===== src/dyn_map.vh =====
`ifndef DYN_MAP_VH
`define DYN_MAP_VH

// ==========================================================
// Register indexes (byte address is four times the index)
// ==========================================================
`define IDX_ADJ_EN    8'h0B
`define IDX_PERIOD    8'h0C
`define IDX_TGT1      8'h5A
`define IDX_TGT2      8'h5B
`define IDX_HYST      8'h64
`define IDX_THR1      8'h70
`define IDX_THR2      8'h71
`define IDX_ALERT     8'h72

// ==========================================================
// Reset values
// ==========================================================
`define RST_ADJ_EN    8'h00
`define RST_PERIOD    8'h00
`define RST_TGT       8'hA4
`define RST_HYST      8'h40

// ==========================================================
// Field positions
// ==========================================================
`define EN_LSB        0
`define TRIP_LSB      2
`define TRIP_W        4
`define PER_LSB       0
`define PER_W         3
`define HYST_LSB      4
`define HYST_W        4

// ==========================================================
// Loop arithmetic
// ==========================================================
`define SHORT_BASE    11'h008
`define THR_FLOOR     10'h000
`define ONE_DEG       10'h001
`define RISE_MIN      11'h001

`endif


===== src/dynamic_fan_threshold_adjust.v =====
// Operation
// - Two 8-bit zone target registers, one per remote channel, 1 degree steps.
// - Both zone targets reset to 0xA4, meaning 100 degrees.
// - Hysteresis field bits 7:4 sets decrease start below target; default 4.
// - Each enabled channel runs decrease loop every n, increase loop every 2n.
// - Period code is 3 bits: channel 1 bits 2:0, channel 2 bits 5:3.
// - Code 000 gives 8 ticks, doubling per code; increase period is twice.
// - Above target minus hysteresis, decrease lowers threshold by twice the rise.
// - Rise of 0.25 degree or less per decrease period changes nothing.
// - Between target minus hysteresis and target, increase loop does not lower the threshold.
// - Above target, each increase period lowers threshold one degree more.
// - Below target minus hysteresis the threshold holds unless raise conditions are met.
// - Raise only if below low limit, above threshold, under high and target.
// - Threshold never rises above the channel high limit.
// - Threshold never goes below minus 64 degrees.
// - Temperature below threshold suspends all adjustment for that channel.
// - Control bit 0 enables channel 1, bit 1 enables channel 2.
// - Disabled channel keeps its programmed threshold fixed.
// - Flag temperature below low limit and above high limit.
// - Control bits 3:2 let a trip copy the temperature into the target.
`timescale 1ns/1ps
`default_nettype none
`include "dyn_map.vh"

module dynamic_fan_threshold_adjust #(
  parameter NCH = 2
) (
  input  wire              sys_clk_i,
  input  wire              reset_n_i,
  // APB slave
  input  wire              psel_i,
  input  wire              penable_i,
  input  wire              pwrite_i,
  input  wire [9:0]        paddr_i,
  input  wire [31:0]       pwdata_i,
  output reg  [31:0]       prdata_o,
  output reg               pready_o,
  output reg               pslverr_o,
  // Monitoring side, same clock
  input  wire              mon_tick_i,
  input  wire [NCH*10-1:0] zone_temp_i,
  input  wire [NCH*8-1:0]  low_limit_i,
  input  wire [NCH*8-1:0]  high_limit_i,
  input  wire [NCH*8-1:0]  thr_prog_i,
  input  wire              thermal_trip_input_n_i,
  // Results
  output reg  [NCH*8-1:0]  fan_on_threshold_o,
  output reg  [NCH-1:0]    low_alert_o,
  output reg  [NCH-1:0]    high_alert_o
);

  // ==========================================================
  // APB decode
  // ==========================================================
  wire [7:0] idx   = paddr_i[9:2];
  wire       first = psel_i & penable_i & ~pready_o;
  wire       acc   = psel_i & penable_i & pready_o;
  wire       wr    = acc & pwrite_i;
  wire       align = (paddr_i[1:0] == 2'b00);

  reg  [7:0] adj_en_q;
  reg  [7:0] period_q;
  reg  [7:0] hyst_q;
  wire [NCH*8-1:0] tgt_all;

  wire wr_en  = wr & align & (idx == `IDX_ADJ_EN);
  wire wr_per = wr & align & (idx == `IDX_PERIOD);
  wire wr_hys = wr & align & (idx == `IDX_HYST);

  wire [3:0] hyst = hyst_q[`HYST_LSB +: `HYST_W];

  // ==========================================================
  // Control registers
  // ==========================================================
  always @(posedge sys_clk_i or negedge reset_n_i) begin
    if (!reset_n_i) begin
      adj_en_q <= `RST_ADJ_EN;
      period_q <= `RST_PERIOD;
      hyst_q   <= `RST_HYST;
    end else begin
      if (wr_en) begin
        adj_en_q <= pwdata_i[7:0];
      end
      if (wr_per) begin
        period_q <= pwdata_i[7:0];
      end
      if (wr_hys) begin
        hyst_q <= pwdata_i[7:0];
      end
    end
  end

  // ==========================================================
  // Read mux and bus answer
  // ==========================================================
  reg [7:0] rd_byte;
  reg       rd_hit;

  always @* begin
    rd_byte = 8'h00;
    rd_hit  = align;
    case (idx)
      `IDX_ADJ_EN: rd_byte = adj_en_q;
      `IDX_PERIOD: rd_byte = period_q;
      `IDX_TGT1:   rd_byte = tgt_all[7:0];
      `IDX_TGT2:   rd_byte = tgt_all[15:8];
      `IDX_HYST:   rd_byte = hyst_q;
      `IDX_THR1:   rd_byte = fan_on_threshold_o[7:0];
      `IDX_THR2:   rd_byte = fan_on_threshold_o[15:8];
      `IDX_ALERT:  rd_byte = {4'h0, high_alert_o, low_alert_o};
      default:     rd_hit  = 1'b0;
    endcase
    if (!align) begin
      rd_byte = 8'h00;
    end
  end

  // One wait state: data and error are registered in the first access
  // cycle so that every bus output comes straight from a flip-flop.
  always @(posedge sys_clk_i or negedge reset_n_i) begin
    if (!reset_n_i) begin
      pready_o  <= 1'b0;
      prdata_o  <= 32'h0000_0000;
      pslverr_o <= 1'b0;
    end else begin
      pready_o <= first;
      if (first) begin
        prdata_o  <= pwrite_i ? 32'h0000_0000 : {24'h000000, rd_byte};
        pslverr_o <= ~rd_hit;
      end else begin
        pslverr_o <= 1'b0;
      end
    end
  end

  // ==========================================================
  // Trip input synchroniser
  // ==========================================================
  reg trip_s1_q;
  reg trip_s2_q;
  reg trip_s3_q;

  always @(posedge sys_clk_i or negedge reset_n_i) begin
    if (!reset_n_i) begin
      trip_s1_q <= 1'b1;
      trip_s2_q <= 1'b1;
      trip_s3_q <= 1'b1;
    end else begin
      trip_s1_q <= thermal_trip_input_n_i;
      trip_s2_q <= trip_s1_q;
      trip_s3_q <= trip_s2_q;
    end
  end

  // The trip is active low; only its assertion edge copies.
  wire trip_fall = trip_s3_q & ~trip_s2_q;

  // ==========================================================
  // Per-channel adjustment
  // ==========================================================
  genvar ch;
  generate
    for (ch = 0; ch < NCH; ch = ch + 1) begin : g_ch
      wire [9:0] t    = zone_temp_i[ch*10 +: 10];
      wire [7:0] ti   = t[9:2];
      wire [7:0] lo   = low_limit_i[ch*8 +: 8];
      wire [7:0] hi   = high_limit_i[ch*8 +: 8];
      wire [2:0] pc   = period_q[`PER_LSB + ch*`PER_W +: `PER_W];
      wire       en   = adj_en_q[`EN_LSB + ch];
      wire       trip = adj_en_q[`TRIP_LSB + ch];

      reg  [7:0]  tgt_q;
      reg  [7:0]  thr_q;
      reg  [10:0] cnt_q;
      reg  [9:0]  prev_q;
      reg  [9:0]  sref_q;

      wire wr_tgt = wr & align & (idx == (`IDX_TGT1 + ch));

      // Zone target; a trip copy wins over a same-cycle bus write.
      always @(posedge sys_clk_i or negedge reset_n_i) begin
        if (!reset_n_i) begin
          tgt_q <= `RST_TGT;
        end else if (trip_fall && trip) begin
          tgt_q <= ti;
        end else if (wr_tgt) begin
          tgt_q <= pwdata_i[7:0];
        end
      end

      assign tgt_all[ch*8 +: 8] = tgt_q;

      // Short period is 8 << code; long period is twice that.
      wire [10:0] smask = (`SHORT_BASE << pc) - 11'h001;
      wire [10:0] lmax  = {smask[9:0], 1'b1};
      wire short_hit = mon_tick_i & ((cnt_q & smask) == smask);
      wire long_hit  = mon_tick_i & (cnt_q >= lmax);

      always @(posedge sys_clk_i or negedge reset_n_i) begin
        if (!reset_n_i) begin
          cnt_q  <= 11'h000;
          prev_q <= 10'h000;
          sref_q <= 10'h000;
        end else begin
          if (!en) begin
            cnt_q <= 11'h000;
          end else if (mon_tick_i) begin
            cnt_q <= long_hit ? 11'h000 : cnt_q + 11'h001;
          end
          if (mon_tick_i) begin
            prev_q <= t;
          end
          if (short_hit) begin
            sref_q <= t;
          end
        end
      end

      // Rises are in quarter degrees; a signed 11-bit span covers them.
      wire signed [10:0] rise  = $signed({1'b0, t}) - $signed({1'b0, prev_q});
      wire signed [10:0] rperd = $signed({1'b0, t}) - $signed({1'b0, sref_q});
      // Twice the rise in degrees is the rise in quarters halved.
      wire [9:0] dec_short = (rise > 0) ? rise[10:1] : 10'h000;
      wire       rise_ok   = rperd > $signed(`RISE_MIN);

      wire signed [9:0] band = $signed({2'b00, tgt_q}) - $signed({6'h00, hyst});
      wire above_band = $signed({2'b00, ti}) > band;
      wire above_tgt  = ti > tgt_q;
      wire active     = en & (ti >= thr_q);

      wire do_short = short_hit & above_band & rise_ok;
      wire do_long  = long_hit & above_tgt;
      wire do_raise = long_hit & (ti < lo) & (ti > thr_q) &
                      (thr_q < hi) & (thr_q < tgt_q);

      wire [9:0] dec_amt = (do_short ? dec_short : 10'h000) +
                           (do_long ? `ONE_DEG : 10'h000);
      wire [9:0] inc_amt = do_raise ? `ONE_DEG : 10'h000;
      wire [9:0] base    = {2'b00, thr_q} + inc_amt;
      // Underflow shows as the sum falling below the decrement.
      wire       under   = base < dec_amt;
      wire [9:0] diff    = under ? `THR_FLOOR : base - dec_amt;
      wire       over    = (inc_amt != 10'h000) & (diff > {2'b00, hi});
      wire [7:0] thr_new = over ? hi : diff[7:0];

      always @(posedge sys_clk_i or negedge reset_n_i) begin
        if (!reset_n_i) begin
          thr_q <= 8'h00;
        end else if (!en) begin
          thr_q <= thr_prog_i[ch*8 +: 8];
        end else if (active) begin
          thr_q <= thr_new;
        end
      end

      always @(posedge sys_clk_i or negedge reset_n_i) begin
        if (!reset_n_i) begin
          fan_on_threshold_o[ch*8 +: 8] <= 8'h00;
          low_alert_o[ch]               <= 1'b0;
          high_alert_o[ch]              <= 1'b0;
        end else begin
          fan_on_threshold_o[ch*8 +: 8] <= thr_q;
          low_alert_o[ch]               <= ti < lo;
          high_alert_o[ch]              <= ti > hi;
        end
      end
    end
  endgenerate

endmodule // dynamic_fan_threshold_adjust

`default_nettype wire


===== config.mk =====
export PLATFORM = sky130hd
export DESIGN_NAME = dynamic_fan_threshold_adjust
export DESIGN_NICKNAME = d
export VERILOG_FILES = /design/src/dynamic_fan_threshold_adjust.v
export VERILOG_INCLUDE_DIRS = /design/src
export SDC_FILE = /design/constraint.sdc
export NUM_CORES = 1
export LEC_CHECK = 0
export ABC_AREA = 1
export BUFFER_PORTS_ARGS = -buffer_cell sky130_fd_sc_hd__buf_4
export CAP_MARGIN = 20
export CORE_AREA = 2 2 184 168
export CTS_CLUSTER_SIZE = 40
export DETAILED_ROUTE_END_ITERATION = 12
export DIE_AREA = 0 0 186 170
export PLACE_DENSITY_LB_ADDON = 0.12
export RECOVER_POWER = 25
export SLEW_MARGIN = 20
export SYNTH_ARGS = -nofsm -noshare
export SYNTH_HDL_FRONTEND = slang
export SYNTH_SLANG_ARGS = --single-unit

===== constraint.sdc =====
create_clock -name sys_clk_i -period 19.85 [get_ports sys_clk_i]
set_input_delay 0 -clock sys_clk_i [delete_from_list [all_inputs] [get_ports sys_clk_i]]
set_output_delay 0 -clock sys_clk_i [all_outputs]
set_load 0.02 [all_outputs]

==> results of run 1 <==
## flip-flops by register name (all words and copies together), names as in the netlist
name and count:
g_ch.prev_q 20, g_ch.sref_q 20, low_alert_o 2, trip_s2_q 1
g_ch.tgt_q 16, hyst_q 8, pready_o 1, high_alert_o 2
prdata_o 8, g_ch.thr_q 16, pslverr_o 1, trip_s3_q 1
adj_en_q 8, period_q 8, trip_s1_q 1, fan_on_threshold_o 16
g_ch.cnt_q 22
## metrics by stage
step	worst slack [ps]	util, %	hold slack, ps	cells	power [W]
global route	11560	57.4	58.1	2636	0.000933
floorplan	13370	-	-296	2078	0.000479
CTS	12360	57.4	20.5	2636	0.000889
detailed placement	12380	53.8	62.4	2553	0.000552
finish	12360	57.4	35.0	2636	0.000882
global placement	12520	53.8	60.4	2553	0.000545
## cell usage after synthesis, types with 6 or more instances
cell,count
nor3_1,19
xnor2_1,16
inv_1,359
nand2_1,443
nand4_1,34
ha_1,213
dfrtp_1,141
fa_1,8
nor2_2,10
nand3_1,126
xor2_1,49
dfstp_2,10
clkbuf_1,22
nand3b_1,14
or2_2,9
buf_4,25
a211oi_1,10
a21oi_2,9
nor2_1,131
o21ai_0,141
nor3_2,6
nor4_1,10
a21o_1,8
o21bai_1,8
o211ai_1,26
a21oi_1,105
o22ai_1,25
## logic make-up (layout without fill, tap and decap cells)
family	count (synthesis)	after routing	synth area share (%)
compound gates	370	370	14.8
xor+xnor	65	65	3.86
fa+ha+maj	221	221	19.2
buf+inv	420	575	11.4
flops	151	151	25.7
other cells	1	24	0.0255
simple gates	827	827	25.0
## power by group through the flow
stage / combinational (W) / sequential, W / clock [W]
3_3_place_gp: 0.000210 / 0.000335 / 0
6_report: 0.000226 / 0.000329 / 0.000326
3_5_place_dp: 0.000217 / 0.000335 / 0
4_1_cts: 0.000226 / 0.000329 / 0.000333
5_1_grt: 0.000257 / 0.000330 / 0.000346
2_1_floorplan: 0.000145 / 0.000334 / 0
## repair_timing
item,in CTS,in global routing
hold buffers,51,0
endpoints found under the hold margin,151,0
setup endpoints to repair,0,0
setup buffers,0,0
## routing by layer
metal	up-vias	GRT usage (%)	wire length [um]
met5	-	0	0
met4	0	8.11	1090
met3	71	2.87	1840
met2	392	47.8	20200
met1	6594	34.0	18200
li1	7063	-	-
## area by class of cell
| type | count | area (um2) |
|---|---|---|
| well taps | 403 | 504 |
| multi-input cells | 1507 | 9340 |
| clock inverters | 12 | 119 |
| clock buffers | 20 | 447 |
| inverters | 368 | 1380 |
| fillers | 2844 | 12600 |
| flip-flops and latches | 151 | 3790 |
| repair buffers | 175 | 1440 |
## worst max-delay path, delay by kind of cell (launching register included)
family,cells,cell delay [ps]
buffers and inverters,5,330
AOI/OAI and AO/OA,13,2330
DFF,1,530
adders and majority gates,5,1410
xor gates and xnor gates,1,180
and+or+nand+nor,24,2580
## path summary, 6_finish.rpt
| check | start | to | slack, ps | cells after the start |
|---|---|---|---|---|
| min reg2reg | trip_s1_q | trip_s2_q | 360 | 0 |
| min | high_limit_i[0] | g_ch[0].thr_q[0] | 40 | 5 |
| max reg2reg | hyst_q[6] | g_ch[1].thr_q[7] | 12360 | 48 |
| max in group asynchronous | reset_n_i | g_ch[1].thr_q[2] | 16060 | 3 |
| max | hyst_q[6] | g_ch[1].thr_q[7] | 12360 | 48 |
| min in group asynchronous | reset_n_i | g_ch[1].sref_q[5] | 1510 | 2 |
==> results.ini, run 1 <==
[run_status]
outcome = complete, but fails checks
violations = capacitance limit, slew limit

[drt]
wl_um = 41300
wire_per_inst_um = 15.7
drtIter0Drc = 980
via_per_inst = 5.36
vias = 14100
dr.pass1.iters = 5
drc = 0
postRouteAntennaNets = 0

[synthesis]
async_flop_share_pct = 100
netlist_top_cells_area = dfrtp_1 24%, ha_1 18%, nand2_1 11%
synth_cell_types = 61
netlist_instances = 2055
synth_sequential_area_ratio_pct = 25.7
mappedNetlistArea_um2 = 14700
netlist.area_leader.share_pct = 23.9
ys.flop_type = dfrtp_1
synth.avg_cell_area_um2 = 7.17
synth_area_leader_cell = dfrtp_1
synth_edf_count = 0
ys_ff_latch = 151
yosys_warnings = 0

[pwr]
p_leak_nw = 8.89
p_per_area_nw_per_um2 = 51.8
p_seq_share_pct = 37.4
p_sw_share_pct = 33.9
power.internal_w = 0.000583
power_switching_w = 0.000299
comb_power_share_pct = 25.6
peakVddDrop_uv = 64.7
p_clk_share_pct = 37.0

[worst_setup_path]
critPathMaxStageDelay_ps = 530
cpMostUsedCell = nand2_1
endpoint_kind = flop
cp-start-kind = flop
crit_fanout = 9
critPathKind = reg2reg
crit_arrival_ps = 7810
cp_slowest_cell = dfstp_2
worstPathRequired_ps = 20170

[grt]
grt_overflow = 0
antenna_found_initial = 0
grt_pass1_wl_um = 67200
track_usage_pct = 26.8
grt_max_degree = 85
grt_pass1_vias = 13500

[run]
cap_violations = 1

[finish]
final_layout_size_suffix_gt1_share_pct = 10.1
final_cell_mix = 443 x nand2_1, 359 x inv_1, 213 x ha_1
fin_nets = 2558
mostFrequentLayoutCell = nand2_1
syn_to_final_growth_pct = 15.6
antenna_cells = 0
fin_area_um2 = 17000

[placed_design]
dpl.hpwl_um = 31300
place_area_um2 = 16000
place.gp.congestion = 0.900
io_buffers = 122

[clocking]
cts_tree = yes
numCtsBuffers = 17
clockRootBuffer = clkbuf_16
clk_pin_slew_worst_paths_ps = 60
clock_latency_ps = 440
post_cts_resized = 0
htreeDepth = 4
clk_path_buf_depth = 2
clock_sinks = 151

[timing]
fin_setup_tns_ps = 0
fin_skew_ps = 12.2
worstMarginPinSlew_ps = 4050
max_slew_margin_pct = -170
report.final.setup_viol = 0
max_freq_mhz = 133
fin_crit_sh_pct = 37.8
rsz0062_at_grt = no
drv_slew = 69
hold_violations = 0
layout_min_cycle_time_ps = 7490

[die]
die_h_um = 170
pin_count = 171
die_area_um2 = 31600
rows = 60
core_um2 = 29700
die-width_um = 186
start_util_pct = 49.7

[hold_path]
hold_path.class = in2reg

No activity file was read; power rests on OpenSTA's default activity.
==> run 2: changes to the inputs <==
==> constraint.sdc (replaced) <==
create_clock -name sys_clk_i -period 7.6 [get_ports sys_clk_i]
set_input_delay 0 -clock sys_clk_i [delete_from_list [all_inputs] [get_ports sys_clk_i]]
set_output_delay 0 -clock sys_clk_i [all_outputs]
set_load 0.02 [all_outputs]
==> run 2 against run 1 <==
Effect of this change: the run still ends with capacitance limit, slew limit left; worst setup slack got worse by 12000 ps; register-to-register slack lost 12000 ps; sequential share of layout area is 0.12 points lower; count of clock-buffer cells in the layout increased by 1; wire length increased by 0.77%; flip-flop and latch count is the same; design area up 0.59%; largest cell class unchanged; highest routed layer unchanged.
==> results.ini, run 2 (same netlist as run 1, synthesis figures left out) <==
[placed_design]
place_area_um2 = 16000  ; +0.14%
place.gp.congestion = 0.906  ; +0.62%
place_ws_ps = 289  ; -12,090 ps
io_buffers = 122  ; unchanged
dpl.hpwl_um = 31600  ; +0.78%

[clocking]
htreeDepth = 4  ; unchanged
clock_sinks = 151  ; unchanged
clockRootBuffer = clkbuf_16
cts_tree = yes
clk_pin_slew_worst_paths_ps = 70  ; about the same
clk_path_buf_depth = 2  ; unchanged
numCtsBuffers = 17  ; unchanged
clock_latency_ps = 440  ; about the same

[finish]
top_register = g_ch.cnt_q
fin_area_um2 = 17100  ; +0.59%
antenna_cells = 0  ; unchanged
final_cell_mix = 441 x nand2_1, 359 x inv_1, 211 x ha_1
fin_nets = 2567  ; +0.35%
final_layout_size_suffix_gt1_share_pct = 11.1  ; +1.0 points
top_regs = g_ch.cnt_q: 22 flops, g_ch.prev_q: 20 flops, g_ch.sref_q: 20 flops
syn_to_final_growth_pct = 16.3
largest_reg_flops = 22  ; unchanged
mostFrequentLayoutCell = nand2_1

[run]
cap_violations = 2  ; +1

[grt]
track_usage_pct = 26.7  ; -0.14 points
grt_pass1_wl_um = 66500  ; -1.0%
antenna_found_initial = 0  ; unchanged
grt_pass1_vias = 13300  ; -2.0%
grt_max_degree = 79  ; -7.1%
grt_overflow = 0  ; unchanged

[timing]
fin_setup_tns_ps = 0  ; unchanged
fin_skew_ps = 12.3  ; +0.0970 ps
fin_crit_sh_pct = 91.9  ; +54 points
layout_min_cycle_time_ps = 6980  ; -510 ps
worstMarginPinSlew_ps = 4470  ; +425 ps
report.final.setup_viol = 0  ; unchanged
hold_violations = 0  ; unchanged
finalWorstSetupSlack_ps = 616  ; -11,740 ps
whs_ps = 25.4  ; -9.62 ps
max_slew_margin_pct = -198  ; -28 points
max_freq_mhz = 143  ; +7.3%
drv_slew = 114  ; +65%

[drt]
wl_um = 41600  ; +0.77%
via_per_inst = 5.33  ; -0.46%
drtIter0Drc = 918  ; -6.3%
met2_length_um = 20100  ; -0.49%
vias = 14100  ; -0.12%
postRouteAntennaNets = 0  ; unchanged
wire_per_inst_um = 15.7  ; +0.43%
top_layer_used = met4
dr.pass1.iters = 7  ; +2
wl_met3_um = 1640  ; -11%
drc = 0  ; unchanged
drt-met1-wl_um = 18800  ; +3.4%

[worst_setup_path]
critPathMaxStageDelay_ps = 530  ; about the same
critPathKind = reg2reg
crit_arrival_ps = 7300  ; -510 ps
worstPathRequired_ps = 7920  ; -12,250 ps
reg2reg_depth = 48  ; unchanged
cp_slowest_cell = dfstp_2
cp.buffers_inverters = 4  ; -1
reg2reg_slack_ps = 620  ; -11,740 ps
cpMostUsedCell = nand2_1
endpoint_kind = flop
crit_fanout = 9  ; unchanged
path_delay_family = simple AND/OR/NAND/NOR gates
r2r_start = hyst_q[6]
r2r_end = g_ch[1].thr_q[4]
cp-start-kind = flop

[die]
pin_count = 171  ; unchanged
die_h_um = 170  ; unchanged
rows = 60  ; unchanged
core_um2 = 29700  ; unchanged
start_util_pct = 49.7  ; unchanged
die_area_um2 = 31600  ; unchanged
die-width_um = 186  ; unchanged

[hold_path]
worstHoldStart = high_limit_i[8]
hold_path.class = in2reg
holdPathStages = 5  ; unchanged
holdPathEnd = g_ch[1].thr_q[0]

[run_status]
violations = capacitance limit, slew limit
outcome = complete, but fails checks

[pwr]
power.total_w = 0.00225  ; +160%
p_per_area_nw_per_um2 = 131  ; +150%
peakVddDrop_uv = 157  ; +140%
p_leak_nw = 8.93  ; +0.43%

run 2: cell count changes in the layout (fill, tap and decap cells not counted), sizes merged:
cell / previous run / this run
buf: 122 / 132
bufinv: 1 / 0
clkbuf: 22 / 24
inv: 368 / 366
dlygate4sd3: 51 / 49
clkinv: 9 / 11
run 2: tightest hold or removal path, delay by kind of cell:
family / cells / cell delay [ps]
buf+inv: 2 / 200
simple gates: 2 / 150
compound gates: 1 / 60
run 2: routing by layer:
metal  vias to the layer above  global-route usage (%)
met5                         -                       0
met4                         0                    7.81
met3                        74                    3.34
met2                       367                    46.4
met1                      6584                    34.5
li1                       7078                       -
run 2: layout make-up:
class	instances	area [um2]
fill	2868	12500
multi-input combinational	1507	9420
sequential	151	3790
timing repair buffer	184	1520
inverter	368	1380
tap	403	504
clock buffer	21	440
clock inverter	11	78.8
run 2: worst max path at each step:
stage | start | to | slack, ps | cells past startpoint
finish | hyst_q[6] | g_ch[1].thr_q[4] | 620 | 48
global route | hyst_q[6] | g_ch[0].thr_q[0] | -1 | 50
CTS | hyst_q[6] | g_ch[1].thr_q[4] | 250 | 48
detailed placement | hyst_q[6] | g_ch[1].thr_q[4] | 290 | 48
global placement | hyst_q[6] | g_ch[1].thr_q[2] | 480 | 48
floorplan | hyst_q[6] | g_ch[1].thr_q[0] | 1120 | 48
run 2: report_power, final:
part           total [W]  internal, W  leakage (nW)  switching [W]
sequential      0.000861     0.000832          1.84      0.0000291
combinational   0.000601     0.000230          6.84       0.000371
clock           0.000791     0.000419         0.252       0.000372
run 2: through the flow:
stage | instances | util [%]
2_1_floorplan | 2078 | -
3_3_place_gp | 2556 | 53.9
3_5_place_dp | 2556 | 53.9
4_1_cts | 2637 | 57.3
5_1_grt | 2645 | 57.8
6_report | 2645 | 57.8
run 2: timing repair:
item	CTS	global route
endpoints found under the hold margin	157	0
hold buffers	49	0
buffers inserted	0	7
resized for setup	0	20
setup endpoints to repair	0	16
